<file path="config.mk">
export PLATFORM = sky130hd
export DESIGN_NAME = ov_fault_handler
export DESIGN_NICKNAME = d
export VERILOG_FILES = /design/src/verilog/ov_fault_pkg.sv /design/src/verilog/ov_fault_handler.sv
export SDC_FILE = /design/constraint.sdc
export NUM_CORES = 1
export LEC_CHECK = 0
export ABC_AREA = 1
export ABC_CLOCK_PERIOD_IN_PS = 6900
export BUFFER_PORTS_ARGS = -buffer_cell sky130_fd_sc_hd__buf_2
export CORE_MARGIN = 4
export CORE_UTILIZATION = 35
export CTS_CLUSTER_DIAMETER = 50
export DETAILED_ROUTE_END_ITERATION = 6
export REMOVE_ABC_BUFFERS = 1
export SLEW_MARGIN = 30
export SYNTH_ARGS = -nofsm -noshare
export SYNTH_HDL_FRONTEND = slang
export SYNTH_SLANG_ARGS = --single-unit
</file>
<file path="constraint.sdc">
create_clock -name clock -period 6.9 [get_ports clock]
set_input_delay 1.035 -clock clock [delete_from_list [all_inputs] [get_ports clock]]
set_output_delay 1.035 -clock clock [all_outputs]
set_load 0.01 [all_outputs]
</file>
<file path="src/verilog/ov_fault_pkg.sv">
// Constants, types and register map for output over-voltage supervision
package ov_fault_pkg;

  // ----------------------------------------------------------------
  // Register command codes
  // ----------------------------------------------------------------
  localparam logic [7:0] CMD_CURRENT_READING_OFFSET = 8'h39;
  localparam logic [7:0] CMD_OVERVOLTAGE_FAULT_THRESHOLD = 8'h40;
  localparam logic [7:0] CMD_OVERVOLTAGE_FAULT_ACTION = 8'h41;
  localparam logic [7:0] CMD_OVERVOLTAGE_WARNING_THRESHOLD = 8'h42;

  // ----------------------------------------------------------------
  // Reset values
  // ----------------------------------------------------------------
  localparam logic [15:0] RST_CURRENT_READING_OFFSET = 16'h0000;
  localparam logic [15:0] RST_FAULT_THRESHOLD = 16'hffff;
  localparam logic [7:0] RST_FAULT_ACTION = 8'h80;
  localparam logic [15:0] RST_WARNING_THRESHOLD = 16'hffff;

  // ----------------------------------------------------------------
  // Field layout of the action register
  // ----------------------------------------------------------------
  localparam int ACT_RESP_MSB = 7;
  localparam int ACT_RESP_LSB = 6;
  localparam int ACT_RETRY_MSB = 5;
  localparam int ACT_RETRY_LSB = 3;
  localparam int ACT_DELAY_MSB = 2;
  localparam int ACT_DELAY_LSB = 0;

  localparam logic [1:0] RESP_IGNORE = 2'h0;
  localparam logic [1:0] RESP_RIDE = 2'h1;
  localparam logic [1:0] RESP_DISABLE_RETRY = 2'h2;
  localparam logic [1:0] RESP_OFF_WHILE = 2'h3;
  localparam logic [2:0] RETRY_NONE = 3'h0;
  localparam logic [2:0] RETRY_FOREVER = 3'h7;

  typedef enum logic [2:0] {
    ST_RUN,
    ST_RIDE,
    ST_SPACE,
    ST_HOLD,
    ST_LATCH
  } ov_state_e;

  // Register-port request
  typedef struct packed {
    logic wr;
    logic [7:0] cmd;
    logic [15:0] wdata;
  } reg_req_s;

  // Clear events from the surrounding controller
  typedef struct packed {
    logic status_clear;
    logic clear_faults;
    logic output_on_cmd;
  } clear_ev_s;

  typedef struct packed {
    ov_state_e state;
    logic [15:0] iout_offset;
    logic [15:0] fault_thr;
    logic [7:0] action;
    logic [15:0] warn_thr;
    logic [15:0] rdata;
    logic [15:0] iout_report;
    logic fault_flag;
    logic warn_flag;
    logic [2:0] attempts;
    logic [7:0] units_left;
    logic [15:0] sub_left;
  } ov_regs_s;

endpackage

</file>
<file path="src/verilog/ov_fault_handler.sv">
// Over-voltage fault supervision, response sequencer and registers
`timescale 1ns/1ps
module ov_fault_handler (
  input wire logic clock,
  input wire logic rst_n,
  input wire ov_fault_pkg::reg_req_s reg_req,
  output logic [15:0] reg_rdata,
  input wire logic [15:0] vout_meas,
  input wire logic [15:0] iout_raw,
  output logic [15:0] iout_report,
  input wire logic [15:0] time_unit_cycles,
  input wire ov_fault_pkg::clear_ev_s clear_ev,
  output logic output_enable,
  output logic ov_fault_flag,
  output logic ov_warn_flag
);
  import ov_fault_pkg::*;

  // ----------------------------------------------------------------
  // Reset release
  // ----------------------------------------------------------------
  logic rst_meta_r;
  logic rst_sync_r;
  always_ff @(posedge clock or negedge rst_n) begin
    if (!rst_n) begin
      rst_meta_r <= 1'b0;
      rst_sync_r <= 1'b0;
    end else begin
      rst_meta_r <= 1'b1;
      rst_sync_r <= rst_meta_r;
    end
  end

  // ----------------------------------------------------------------
  // State
  // ----------------------------------------------------------------
  ov_regs_s s_r;
  ov_regs_s s_nxt;

  logic [1:0] resp;
  logic [2:0] retries;
  logic [2:0] delay_n;
  logic ov_now;
  logic warn_now;
  logic clear_any;
  logic timer_done;
  logic [15:0] unit_len;

  assign resp = s_r.action[ACT_RESP_MSB:ACT_RESP_LSB];
  assign retries = s_r.action[ACT_RETRY_MSB:ACT_RETRY_LSB];
  assign delay_n = s_r.action[ACT_DELAY_MSB:ACT_DELAY_LSB];
  assign ov_now = vout_meas > s_r.fault_thr;
  assign warn_now = vout_meas > s_r.warn_thr;
  // Output commanded off also counts as a clear
  assign clear_any = clear_ev.status_clear | clear_ev.clear_faults |
                     ~clear_ev.output_on_cmd;
  // A zero unit would wrap the count to 16'hffff, a 65536-cycle unit
  assign unit_len = (time_unit_cycles == 16'h0000) ? 16'h0001 :
                    time_unit_cycles;
  assign timer_done = (s_r.units_left == 8'h01) &&
                      (s_r.sub_left == 16'h0000);

  always_comb begin
    s_nxt = s_r;
    // --------------------------------------------------------------
    // Register writes
    // --------------------------------------------------------------
    if (reg_req.wr) begin
      if (reg_req.cmd == CMD_CURRENT_READING_OFFSET) begin
        s_nxt.iout_offset = reg_req.wdata;
      end else if (reg_req.cmd == CMD_OVERVOLTAGE_FAULT_THRESHOLD) begin
        s_nxt.fault_thr = reg_req.wdata;
      end else if (reg_req.cmd == CMD_OVERVOLTAGE_FAULT_ACTION) begin
        s_nxt.action = reg_req.wdata[7:0];
      end else if (reg_req.cmd == CMD_OVERVOLTAGE_WARNING_THRESHOLD) begin
        s_nxt.warn_thr = reg_req.wdata;
      end
    end
    // Unmapped codes read as zero
    if (reg_req.cmd == CMD_CURRENT_READING_OFFSET) begin
      s_nxt.rdata = s_r.iout_offset;
    end else if (reg_req.cmd == CMD_OVERVOLTAGE_FAULT_THRESHOLD) begin
      s_nxt.rdata = s_r.fault_thr;
    end else if (reg_req.cmd == CMD_OVERVOLTAGE_FAULT_ACTION) begin
      s_nxt.rdata = {8'h00, s_r.action};
    end else if (reg_req.cmd == CMD_OVERVOLTAGE_WARNING_THRESHOLD) begin
      s_nxt.rdata = s_r.warn_thr;
    end else begin
      s_nxt.rdata = 16'h0000;
    end

    s_nxt.iout_report = iout_raw + s_r.iout_offset;

    // --------------------------------------------------------------
    // Flags: a new event wins over a clear in the same cycle
    // --------------------------------------------------------------
    if (clear_ev.status_clear || clear_ev.clear_faults) begin
      s_nxt.warn_flag = 1'b0;
    end
    if (warn_now) begin
      s_nxt.warn_flag = 1'b1;
    end
    if (clear_any) begin
      s_nxt.fault_flag = 1'b0;
    end
    if (ov_now) begin
      s_nxt.fault_flag = 1'b1;
    end

    // --------------------------------------------------------------
    // Interval timer: 2**n units of unit_len cycles
    // --------------------------------------------------------------
    if (s_r.sub_left != 16'h0000) begin
      s_nxt.sub_left = s_r.sub_left - 16'h0001;
    end else if (s_r.units_left > 8'h01) begin
      s_nxt.units_left = s_r.units_left - 8'h01;
      s_nxt.sub_left = unit_len - 16'h0001;
    end

    // --------------------------------------------------------------
    // Response sequencer
    // --------------------------------------------------------------
    case (s_r.state)
      ST_RUN: begin
        if (ov_now) begin
          if (resp == RESP_RIDE) begin
            s_nxt.state = ST_RIDE;
            s_nxt.units_left = 8'h01 << delay_n;
            s_nxt.sub_left = unit_len - 16'h0001;
          end else if (resp == RESP_DISABLE_RETRY) begin
            s_nxt.state = ST_SPACE;
            s_nxt.units_left = 8'h01 << delay_n;
            s_nxt.sub_left = unit_len - 16'h0001;
            if (retries == RETRY_NONE) begin
              s_nxt.state = ST_LATCH;
            end else if (retries != RETRY_FOREVER &&
                         s_r.attempts >= retries) begin
              s_nxt.state = ST_LATCH;
            end
          end else if (resp == RESP_OFF_WHILE) begin
            s_nxt.state = ST_HOLD;
          end
          // Ignore leaves the converter running
        end
      end
      ST_RIDE: begin
        if (timer_done) begin
          if (!ov_now) begin
            s_nxt.state = ST_RUN;
          end else if (retries == RETRY_NONE) begin
            s_nxt.state = ST_LATCH;
          end else if (retries != RETRY_FOREVER &&
                       s_r.attempts >= retries) begin
            s_nxt.state = ST_LATCH;
          end else begin
            s_nxt.state = ST_SPACE;
            s_nxt.units_left = 8'h01 << delay_n;
            s_nxt.sub_left = unit_len - 16'h0001;
          end
        end
      end
      ST_SPACE: begin
        if (timer_done) begin
          s_nxt.state = ST_RUN;
          if (retries != RETRY_FOREVER) begin
            s_nxt.attempts = s_r.attempts + 3'h1;
          end
        end
      end
      ST_HOLD: begin
        if (!ov_now) begin
          s_nxt.state = ST_RUN;
        end
      end
      ST_LATCH: begin
        s_nxt.state = ST_LATCH;
      end
      default: begin
        s_nxt.state = ST_RUN;
      end
    endcase

    // Clearing ends any sequence and restores the attempt budget
    if (clear_any) begin
      s_nxt.state = ST_RUN;
      s_nxt.attempts = 3'h0;
      if (!clear_ev.output_on_cmd) begin
        s_nxt.state = ST_RUN;
      end
    end
  end

  always_ff @(posedge clock or negedge rst_sync_r) begin
    if (!rst_sync_r) begin
      s_r <= '{state: ST_RUN,
               iout_offset: RST_CURRENT_READING_OFFSET,
               fault_thr: RST_FAULT_THRESHOLD,
               action: RST_FAULT_ACTION,
               warn_thr: RST_WARNING_THRESHOLD,
               rdata: 16'h0000,
               iout_report: 16'h0000,
               fault_flag: 1'b0,
               warn_flag: 1'b0,
               attempts: 3'h0,
               units_left: 8'h01,
               sub_left: 16'h0000};
    end else begin
      s_r <= s_nxt;
    end
  end

  assign reg_rdata = s_r.rdata;
  assign iout_report = s_r.iout_report;
  assign ov_fault_flag = s_r.fault_flag;
  assign ov_warn_flag = s_r.warn_flag;
  // Output follows the commanded state and the sequencer
  assign output_enable = clear_ev.output_on_cmd &&
                         (s_r.state == ST_RUN || s_r.state == ST_RIDE);

  // ----------------------------------------------------------------
  // Checks
  // ----------------------------------------------------------------
  a_offset_sum: assert property (
    @(posedge clock) disable iff (!rst_sync_r)
    ##1 iout_report == $past(iout_raw) + $past(s_r.iout_offset))
    else $error("current report lacks offset");
  a_ignore_runs: assert property (
    @(posedge clock) disable iff (!rst_sync_r)
    (s_r.state == ST_RUN && resp == RESP_IGNORE && !clear_any)
      |=> s_r.state == ST_RUN)
    else $error("ignore mode left run");
  a_ride_on: assert property (
    @(posedge clock) disable iff (!rst_sync_r)
    (s_r.state == ST_RUN && ov_now && resp == RESP_RIDE && !clear_any)
      |=> s_r.state == ST_RIDE && output_enable == clear_ev.output_on_cmd)
    else $error("ride-through did not keep output on");
  a_disable_now: assert property (
    @(posedge clock) disable iff (!rst_sync_r)
    (s_r.state == ST_RUN && ov_now && resp == RESP_DISABLE_RETRY &&
     !clear_any) |=> !output_enable)
    else $error("output not disabled on fault");
  a_hold_release: assert property (
    @(posedge clock) disable iff (!rst_sync_r)
    (s_r.state == ST_HOLD && !ov_now && !clear_any)
      |=> s_r.state == ST_RUN)
    else $error("hold did not release");
  a_clear_flag: assert property (
    @(posedge clock) disable iff (!rst_sync_r)
    (clear_ev.clear_faults && !ov_now)
      |=> !ov_fault_flag && s_r.state == ST_RUN)
    else $error("clear did not drop fault");
  a_no_retry: assert property (
    @(posedge clock) disable iff (!rst_sync_r)
    (s_r.state == ST_LATCH && !clear_any) |=> s_r.state == ST_LATCH)
    else $error("latched off left without clear");
  // Judged at entry to spacing, against the setting that sent it there
  a_budget: assert property (
    @(posedge clock) disable iff (!rst_sync_r)
    ($rose(s_r.state == ST_SPACE) && $past(retries) != RETRY_FOREVER)
      |-> s_r.attempts < $past(retries))
    else $error("restart attempts exceed setting");
  a_forever: assert property (
    @(posedge clock) disable iff (!rst_sync_r)
    (s_r.state == ST_SPACE && timer_done && retries == RETRY_FOREVER &&
     !clear_any) |=> s_r.state == ST_RUN && $stable(s_r.attempts))
    else $error("continuous retry stopped");
  a_fault_set: assert property (
    @(posedge clock) disable iff (!rst_sync_r)
    ov_now |=> ov_fault_flag)
    else $error("fault flag missed");
  a_warn_set: assert property (
    @(posedge clock) disable iff (!rst_sync_r)
    warn_now |=> ov_warn_flag)
    else $error("warning flag missed");
  a_unit_load: assert property (
    @(posedge clock) disable iff (!rst_sync_r)
    (s_r.state == ST_RUN && ov_now && resp == RESP_RIDE && !clear_any)
      |=> s_r.units_left == (8'h01 << $past(delay_n)))
    else $error("delay units wrong");

endmodule // ov_fault_handler

</file>
==> run metrics, run 1 <==
worst-path cell chain inv_1, ha_1, inv_1, nor2_1, nand2_1, nor2_2, nand3_1, nor2_1, inv_1, nand3_1, nand2_1, nand2_1, inv_1; CTS tree built; Cell Area, Synth ~8000 um^2; final antenna-violating net count 0; gr ovfl total 0; Worst setup SP type register; Max Used Layer met4; CTS H-tree lvls 4; WL met2 9536 um; clock share of power 39.0%; RD Place Congestion 0.8846; Seq. cell area 3099 um^2; slowest CP cell nor2_1; via count just under 7000; number of synthesized flops with an enable pin 0; Cell Pwr Density 249.3 nW/um^2; Fin. Hold Viols 0; max incr delay on CP around 0.58 ns; Synth area leader dfrtp_1; RSZ-0062 raised after global routing no; IO buf count 112; Metal-1 WL between 9000 and 10000 um; synthesized flop and latch total 122; WL met3 1055 um; antenna violations before repair 1; num ports 113; LEAKAGE about 4.6 nW; largest net degree at the start of global routing roughly 70; share of Yosys cell area claimed by the top area cell type 27.46%; Psw ~700 uW; syn avg cell area 7.809 um^2; Seq/Total Area, Yosys 38.60%; Critical Path End Type register; Worst path depth 13; VDD IR-drop max roughly 0.00016 V; Die Area 25400 um^2; Post-CTS Setup Bufs 0; multi-input logic area 4024 um^2; Clock Tree Buf Depth 2; fillers 2315; Fmax 351.1 MHz; CTS clk-pin slew, worst paths 0.06 ns; critical path class reg -> reg; RR Startpoint s_r[0]; ranking of synthesized cells by area dfrtp_1 27%, dfstp_2 11%, nand2_1 11%, ha_1 8.7%, inv_1 6.7%; Yosys cell types 47; Hold Path Class reg -> async; Final Cycle Share between 40% and 50%; clock sink total 122; Synth async-reset ratio 100.0%; max cap viols 0; min Tclk post-route 2.848 ns; layout net count 1247; Finish-stage setup viols 0; actual slew at the worst max-slew pin slightly above 0.7 ns; YS warnings 0; Int Power between 1.5 and 2 mW; iteration count of the initial detailed-routing pass 6; post-DP HPWL 15740 um; Reg power frac 38.6%; core area 22570 um^2; post-layout util 40.93%; CP max FO 11; Starting DRT DRC Count 467; Most common cell on crit path inv_1; Arr. time, crit path 3.16 ns; Inserted Clock Buffers 17; Initial Utilization a little over a third; Gates resized, CTS repair 0; hold_buf cts 0; # DRC 0; outcome completed; Non-Filler Instances 1411; Sw Ratio between 30% and 40%; Final Max Tran Viols 0; crit path from s_r[0]; Critical path buffers and inverters 4; placement row count 55; layout cells sized above 1 20.27%; Clock Skew 0.007823 ns; Most used DFF post-synth dfrtp_1; Cells after DPL 1377; Reg-to-Reg End s_r[12]; worst setup path endpoint s_r[12]; Fin Setup TNS 0 ns; Die Span Y around 160 um; synth-to-layout area growth 15.19%; first-pass GRT wire length approximately 33000 um; Die Wd 159.4 um; all-layer global routing usage 16.30%; Via density 4.862; critical path's top delay family simple AND/OR/NAND/NOR gates; Clock Latency Late Sink slightly above 0.4 ns; Worst Reg-to-Reg Cells 13; Slew HR 52.56%; Comb power frac 22.4%; wire per inst 14.55 um; CTS Root Cell clkbuf_16; Worst EP required a little over 7 ns; Post-Synthesis Cells 1027; vias in the first global route 6589; final wirelength between 20000 and 25000 um; R2R Setup Slk 4.05 ns
-- how the worst min path moves through the flow --
stage | start | end | slack, ns | cells past startpoint
4_1_cts | rst_meta_r | rst_sync_r | 0.35 | 0
2_1_floorplan | rst_meta_r | rst_sync_r | 0.33 | 0
3_5_place_dp | rst_meta_r | rst_sync_r | 0.33 | 0
3_3_place_gp | rst_meta_r | rst_sync_r | 0.34 | 0
6_report | rst_sync_r | reg_rdata[7] | 0.21 | 0
5_1_grt | rst_sync_r | s_r[115] | 0.23 | 0
-- final cells by class --
class	count	share of cell area (%)
multi-input cells	704	43.55
flip-flops and latches	122	33.55
repair buffers	115	6.528
inverters	152	6.203
clock buffers	23	4.957
well taps	285	3.860
clock inverters	9	1.327
diodes	1	0.02709
-- routing by layer --
layer	global-route usage (%)	vias to the layer above
met5	0	-
met4	5.444	0
met3	2.951	26
met2	26.18	169
met1	22.29	3189
li1	-	3476
-- placed cells by master (no fill, tap or decap), types with 9 or more instances in the layout --
master     count
o221ai_1       9
buf_2        112
nand2_1      229
xnor2_1       12
nand3_1       59
nor2_2        15
clkbuf_16     17
o21ai_1       29
nand4_1       16
xor2_1        27
ha_1          56
nor3_1        12
inv_1        143
dfrtp_1       87
dfstp_2       34
o21ai_0       44
nor2_1        84
a21oi_1       51
-- kinds of logic (layout without fill, tap and decap cells) --
| group | Yosys count | count (layout) | synth area share [%] |
|---|---|---|---|
| flops | 122 | 122 | 38.60 |
| xor+xnor | 39 | 39 | 4.259 |
| simple gates | 444 | 444 | 25.10 |
| mux | 1 | 1 | 0.1248 |
| buf+inv | 201 | 299 | 11.29 |
| fa+ha+maj | 57 | 57 | 8.986 |
| other cells | 1 | 2 | 0.04676 |
| compound gates | 162 | 162 | 11.59 |
-- sequential cells by signal, indices dropped and copies added, names as in the netlist --
signal,count
iout_report,16
delay_n,3
rst_meta_r,1
rst_sync_r,1
reg_rdata,16
s_r,78
resp,2
retries,3
ov_fault_flag,1
ov_warn_flag,1
-- synthesized netlist by cell type, types with 2 or more instances --
cell type,count
a21o_1,3
nand4_2,2
dfrtp_1,88
xnor2_1,12
buf_6,2
nand3b_1,3
ha_1,56
a31oi_1,3
nand4_1,16
nor3_4,2
xor2_1,27
inv_2,8
buf_2,11
nor2_1,85
buf_4,32
nand3_2,5
o21ai_0,44
clkbuf_1,4
nor2_4,4
dfstp_2,34
nor3_1,12
o2111ai_1,6
o31ai_1,3
o21a_1,3
nand2_1,230
o221ai_1,9
nor2_2,14
o21ai_1,29
nand3_1,59
nand2_4,2
a41oi_1,3
nor4_1,2
inv_1,143
nand2_2,4
o21ai_2,5
a21oi_1,51
-- metrics by stage --
step | hold slack [ns] | total power, mW | worst slack [ns] | instance area, um^2
2_1_floorplan | 0.3312 | 1.256 | 3.309 | 7687
3_3_place_gp | 0.3376 | 1.403 | 3.676 | 8626
3_5_place_dp | 0.3347 | 1.410 | 3.743 | 8628
4_1_cts | 0.3473 | 2.318 | 4.049 | 9209
5_1_grt | 0.2301 | 2.434 | 3.824 | 9239
6_report | 0.2064 | 2.303 | 4.052 | 9239
-- power groups by stage --
stage                     sequential (mW)  combinational, mW  clock, mW
final                               0.888              0.517      0.898
after global routing                0.899              0.589      0.946
after CTS                           0.893              0.511      0.913
after detailed placement            0.903              0.507          0
after global placement              0.903              0.500          0
after floorplan                     0.895              0.362          0
Power figures use the tool's default switching activity.
==> inputs of run 2 (changes only) <==
ABC_CLOCK_PERIOD_IN_PS = 2300   (was 6900)
clock period = 2.3 ns   (was 6.9 ns; I/O delays follow)
==> run metrics, run 2 (synthesized netlist as in run 1, its figures left out) <==
PnR Total Power 7.173 mW (+210%); Fin Setup TNS 0 ns (unchanged); final wirelength 21410 um (+4.3%); worst-path cell chain inv_2, ha_4, nand4_1, nor3_4, nand2_2, nand2_4, nand4_4, nand2_4, buf_6, nand2_2, nand2_2, inv_1; Die Area 25400 um^2 (unchanged); most frequent cells in the layout 225 x nand2_1, 139 x inv_1, 112 x buf_2, 87 x dfrtp_1, 82 x nor2_1; all-layer global routing usage 17.17% (+0.86 points); final antenna-violating net count 0 (unchanged); max cap viols 0 (unchanged); min Tclk post-route 2.190 ns (-0.6587 ns); layout net count 1280 (+2.6%); Clock Tree Buf Depth 2 (unchanged); synth-to-layout area growth 20.37%; Final Max Tran Viols 0 (unchanged); Arr. time, crit path 2.51 ns (-0.65 ns); gr ovfl total 0 (unchanged); IO buf count 112 (unchanged); largest net degree at the start of global routing 49 (-28%); Starting DRT DRC Count 424 (-9.2%); clock share of power 39.7% (+0.7 points); critical path's top delay family simple AND/OR/NAND/NOR gates; Worst setup SP type register; Hold EP s_r[72]; Clock Skew 0.01181 ns (+0.003984 ns); placement row count 55 (unchanged); Worst EP required 2.62 ns (-4.59 ns); core area 22570 um^2 (unchanged); # DRC 0 (unchanged); CTS tree built; RD Place Congestion 0.8619 (-2.6%); Worst Reg-to-Reg Cells 12 (-1); outcome completed; Cell Pwr Density 743.0 nW/um^2 (+200%); design area 9654 um^2 (+4.5%); R2R Setup Slk 0.11 ns (-3.94 ns); vias in the first global route 6972 (+5.8%); worst hold path stage count 3; Fin. Hold Viols 0 (unchanged); max reg flops 78 (unchanged); layout cells sized above 1 24.35% (+4.1 points); LEAKAGE 4.842 nW (+4.5%); Sw Ratio 30.80% (-0.53 points); CP max FO 6 (-5); Reg-to-Reg End s_r[14]; Placed Area 8884 um^2 (+3.0%); commonest non-fill, non-tap cell in the layout nand2_1; Most common cell on crit path nand2_2; Die Wd 159.4 um (unchanged); actual slew at the worst max-slew pin 0.5001 ns (-0.2115 ns); Fmax 456.7 MHz (+30%); clock sink total 122 (unchanged); Psw 2.210 mW (+210%); first-pass GRT wire length 35230 um (+5.2%); Critical Path End Type register; RR Startpoint s_r[95]; antenna violations before repair 2 (+1); post-layout util 42.77% (+1.8 points); Initial Utilization 35.53% (unchanged); worst hold start reg_req[11]; RSZ-0062 raised after global routing yes; Slew HR 66.66% (+14 points); largest reg by FF count s_r; fillers 2325 (+0.43%); wire per inst 14.83 um (+1.9%); Comb power frac 23.0% (+0.6 points); CTS clk-pin slew, worst paths 0.06 ns (about the same); num ports 113 (unchanged); post-DP HPWL 16880 um (+7.3%); max incr delay on CP 0.53 ns (-0.05 ns); Via density 4.884 (+0.46%); VDD IR-drop max 0.0005662 V (+260%); Finish-stage setup viols 0 (unchanged); Int Power 4.963 mW (+210%); critical path class reg -> reg; CTS H-tree lvls 4 (unchanged); Clock Latency Late Sink 0.43 ns (+0.02 ns); Inserted Clock Buffers 17 (unchanged); via count 7053 (+2.8%); iteration count of the initial detailed-routing pass 5 (-1); Final Cycle Share 95.20% (+54 points); Hold Path Class in -> reg; CTS Root Cell clkbuf_16; Reg power frac 37.3% (-1.3 points); Die Span Y 159.4 um (unchanged); Critical path buffers and inverters 3 (-1); slowest CP cell dfstp_2
==> run 2: changes by cell type in the layout (fill, tap and decap cells not counted), moves of 4 or more <==
cell     before  now
buf_4         2   29
buf_6         0    4
inv_1       143  139
inv_2         8   12
nand2_1     229  225
nand2_2       5    9
nand3_1      59   53
nand3_2       5   11
==> run 2: routing by layer <==
layer,vias up,share of wire (%),GRT usage (%)
li1,3536,-,-
met1,3335,46,23.09
met2,152,47,27.77
met3,28,4.4,3.676
met4,2,1.9,5.365
met5,-,0.061,0
==> run 2: how the worst max path moves through the flow <==
| stage | start | endpoint | slack [ns] | cells past startpoint |
|---|---|---|---|---|
| after floorplan | rst_sync_r | delay_n[0] | -1.29 | 0 |
| after global placement | s_r[96] | s_r[3] | 0.06 | 10 |
| after detailed placement | s_r[96] | s_r[0] | 0.03 | 11 |
| after CTS | s_r[96] | s_r[0] | 0.006 | 11 |
| after global routing | s_r[95] | s_r[11] | -0.03 | 11 |
| final | s_r[95] | s_r[14] | 0.11 | 12 |
==> run 2: timing repair <==
action / CTS / global route
endpoints found under the setup margin: 0 / 27
hold buffers: 1 / 0
setup buffers: 0 / 2
hold endpoints to repair: 2 / 0
gates resized for setup: 0 / 30
==> run 2: layout make-up <==
class | instances | area, um^2 | area share [%]
multi-input cells | 704 | 4123 | 42.70
clock buffers | 24 | 481.7 | 4.990
repair buffers | 148 | 873.3 | 9.046
diodes | 1 | 2.502 | 0.02592
flip-flops and latches | 122 | 3099 | 32.10
well taps | 285 | 356.6 | 3.694
clock inverters | 8 | 140.1 | 1.452
inverters | 152 | 578.1 | 5.988
==> run 2: through the flow <==
step / cells / setup slack (ns) / hold WS, ns
6_report: 1444 / 0.1104 / 0.1338
5_1_grt: 1444 / -0.03004 / 0.1382
3_3_place_gp: 1408 / 0.06193 / 0.1333
3_5_place_dp: 1408 / 0.02757 / 0.1337
2_1_floorplan: 978 / -1.291 / 0.04941
4_1_cts: 1441 / 0.006454 / 0.1238
==> run 2: worst reg2reg max path: cells and delay by family, from the launching register on <==
family | cells | cell delay, ns
and+or+nand+nor | 8 | 1.07
DFF | 1 | 0.53
adders and majority gates | 1 | 0.26
buffers and inverters | 3 | 0.23
==> run 2: power by group through the flow <==
stage	clock [mW]	sequential, mW	combinational [mW]
2_1_floorplan	0	2.68	1.08
3_3_place_gp	0	2.70	1.58
3_5_place_dp	0	2.70	1.60
4_1_cts	2.89	2.67	1.61
5_1_grt	3.01	2.70	1.88
6_report	2.85	2.67	1.65
==> inputs of run 3 (changes only) <==
CELL_PAD_IN_SITES_DETAIL_PLACEMENT = 1   (was unset)
CELL_PAD_IN_SITES_GLOBAL_PLACEMENT = 1   (was unset)
CTS_BUF_LIST = sky130_fd_sc_hd__clkbuf_2   (was unset)
PLACE_DENSITY_LB_ADDON = 0.1   (was unset)
==> run metrics, run 3 (synthesized netlist as in run 1, its figures left out) <==
outcome completed; LEAKAGE 4.963 nW (+2.5%); Clock Tree Buf Depth 2 (unchanged); setup ws final 0.08416 ns (-0.02623 ns); Reg power frac 43.9% (+6.6 points); Most common cell on crit path nand2_4; min Tclk post-route 2.216 ns (+0.02623 ns); layout net count 1340 (+4.7%); post-DP HPWL 20210 um (+20%); most frequent cells in the layout 220 x nand2_1, 138 x inv_1, 112 x buf_2, 87 x dfrtp_1, 79 x nor2_1; multi-input logic area 4188 um^2 (+1.6%); Fin. Hold Viols 0 (unchanged); critical path class reg -> reg; Fmax 451.3 MHz (-1.2%); max reg flops 78 (unchanged); clock share of power 25.3% (-14 points); commonest non-fill, non-tap cell in the layout nand2_1; Worst path depth 11 (-1); # DRC 0 (unchanged); largest reg by FF count s_r; CTS Root Cell clkbuf_2; Slew HR 62.11% (-4.5 points); wire per inst 17.15 um (+16%); Cell Pwr Density 610.4 nW/um^2 (-18%); Hold Path Class in -> reg; Worst setup SP type register; Placed Area 8989 um^2 (+1.2%); core area 22570 um^2 (unchanged); Arr. time, crit path 2.80 ns (+0.29 ns); Finish-stage setup viols 0 (unchanged); actual slew at the worst max-slew pin 0.5663 ns (+0.06616 ns); largest net degree at the start of global routing 36 (-27%); Die Wd 159.4 um (unchanged); post-layout util 44.19% (+1.4 points); vias in the first global route 7572 (+8.6%); design area 9973 um^2 (+3.3%); RSZ-0062 raised after global routing yes; VDD IR-drop max 0.0002564 V (-55%); Critical path buffers and inverters 2 (-1); layout cells sized above 1 25.12% (+0.77 points); Via density 4.837 (-0.97%); clock sink total 122 (unchanged); IO buf count 112 (unchanged); Worst Reg-to-Reg Cells 11 (-1); CTS tree built; fillers 2821 (+21%); max incr delay on CP 0.58 ns (+0.05 ns); Worst EP required 2.89 ns (+0.27 ns); CP max FO 19 (+13); Initial Utilization 35.53% (unchanged); Seq. cell area 3099 um^2 (unchanged); Non-Filler Instances 1505 (+4.2%); CTS H-tree lvls 4 (unchanged); Fin Setup TNS 0 ns (unchanged); synth-to-layout area growth 24.35%; Final Cycle Share 96.34% (+1.1 points); Die Area 25400 um^2 (unchanged); Inserted Clock Buffers 17 (unchanged); Int Power 3.778 mW (-24%); Clock Latency Late Sink 0.72 ns (+0.29 ns); Final Max Tran Viols 0 (unchanged); antenna violations before repair 2 (unchanged); Cells after DPL 1417 (+0.64%); iteration count of the initial detailed-routing pass 5 (unchanged); Starting DRT DRC Count 399 (-5.9%); Sw Ratio 37.95% (+7.1 points); final wirelength 25810 um (+21%); num ports 113 (unchanged); worst-path cell chain inv_2, ha_4, nand4_1, nor3_4, nand2_2, nand2_4, nand4_4, nand2_4, inv_8, nand3_1, nand2_1; Comb power frac 30.7% (+7.7 points); Die Span Y 159.4 um (unchanged); placement row count 55 (unchanged); Psw 2.310 mW (+4.6%); max cap viols 0 (unchanged); gr ovfl total 0 (unchanged); R2R Setup Slk 0.08 ns (-0.03 ns); via count 7280 (+3.2%); all-layer global routing usage 20.44% (+3.3 points); dpl ws 0.04889 ns (+0.02132 ns); first-pass GRT wire length 41420 um (+18%); Critical Path End Type register; final antenna-violating net count 0 (unchanged); critical path's top delay family simple AND/OR/NAND/NOR gates; RD Place Congestion 0.8659 (+0.46%); slowest CP cell dfstp_2; CTS clk-pin slew, worst paths 0.20 ns (+0.14 ns); worst hold path stage count 4 (+1); Clock Skew 0.05131 ns (+0.03951 ns)
run 3: cell count changes in the layout (fill, tap and decap cells not counted), sizes merged, moves of 2 or more:
cell         before  now
clkinv            4    7
inv             152  154
buf             147  158
dlygate4sd3       1   50
clkinvlp          0    3
clkbuf           24   17
run 3: layout make-up:
type / count / share of cell area, %
antenna: 2 / 0.05018
clock buffer: 17 / 0.8531
clock inverter: 15 / 1.744
inverter: 152 / 5.796
multi-input combinational: 704 / 41.99
sequential: 122 / 31.08
tap: 285 / 3.575
timing repair buffer: 208 / 14.92
run 3: routing by layer:
| metal | up-vias | GRT usage [%] | wire length, um |
|---|---|---|---|
| li1 | 3666 | - | - |
| met1 | 3480 | 28.28 | 12300 |
| met2 | 117 | 33.77 | 12320 |
| met3 | 17 | 3.365 | 895 |
| met4 | 0 | 4.536 | 303 |
| met5 | - | 0 | 0 |
run 3: stage by stage:
stage	hold slack, ns	power (mW)
6_report	0.08792	6.088
3_5_place_dp	0.1316	4.436
3_3_place_gp	0.1315	4.415
5_1_grt	0.02183	6.531
4_1_cts	0.006444	6.076
2_1_floorplan	0.04941	3.769
run 3: worst paths after layout:
kind / start / end
max in group asynchronous: rst_sync_r / s_r[62]
max: s_r[95] / s_r[2]
max reg2reg: s_r[95] / s_r[2]
min: clear_ev[0] / s_r[26]
min reg2reg: rst_sync_r / s_r[115]
min in group asynchronous: rst_sync_r / s_r[115]
run 3: tightest hold or removal path, stage by stage:
cell and delay, ns:
buf_2 0.10, nand2_1 0.07, buf_4 0.14, o31ai_1 0.08
run 3: what timing repair did:
| action | CTS | global route |
|---|---|---|
| endpoints found under the setup margin | 0 | 27 |
| resized for setup | 0 | 46 |
| setup buffers | 0 | 4 |
| hold buffers | 49 | 1 |
| hold endpoints to repair | 88 | 1 |
run 3: power groups by stage:
stage                     clock network (mW)  registers [mW]  logic [mW]
final                                   1.54            2.68        1.87
after global placement                     0            2.71        1.70
after detailed placement                   0            2.72        1.72
after CTS                               1.60            2.68        1.80
after floorplan                            0            2.68        1.08
after global routing                    1.71            2.72        2.11
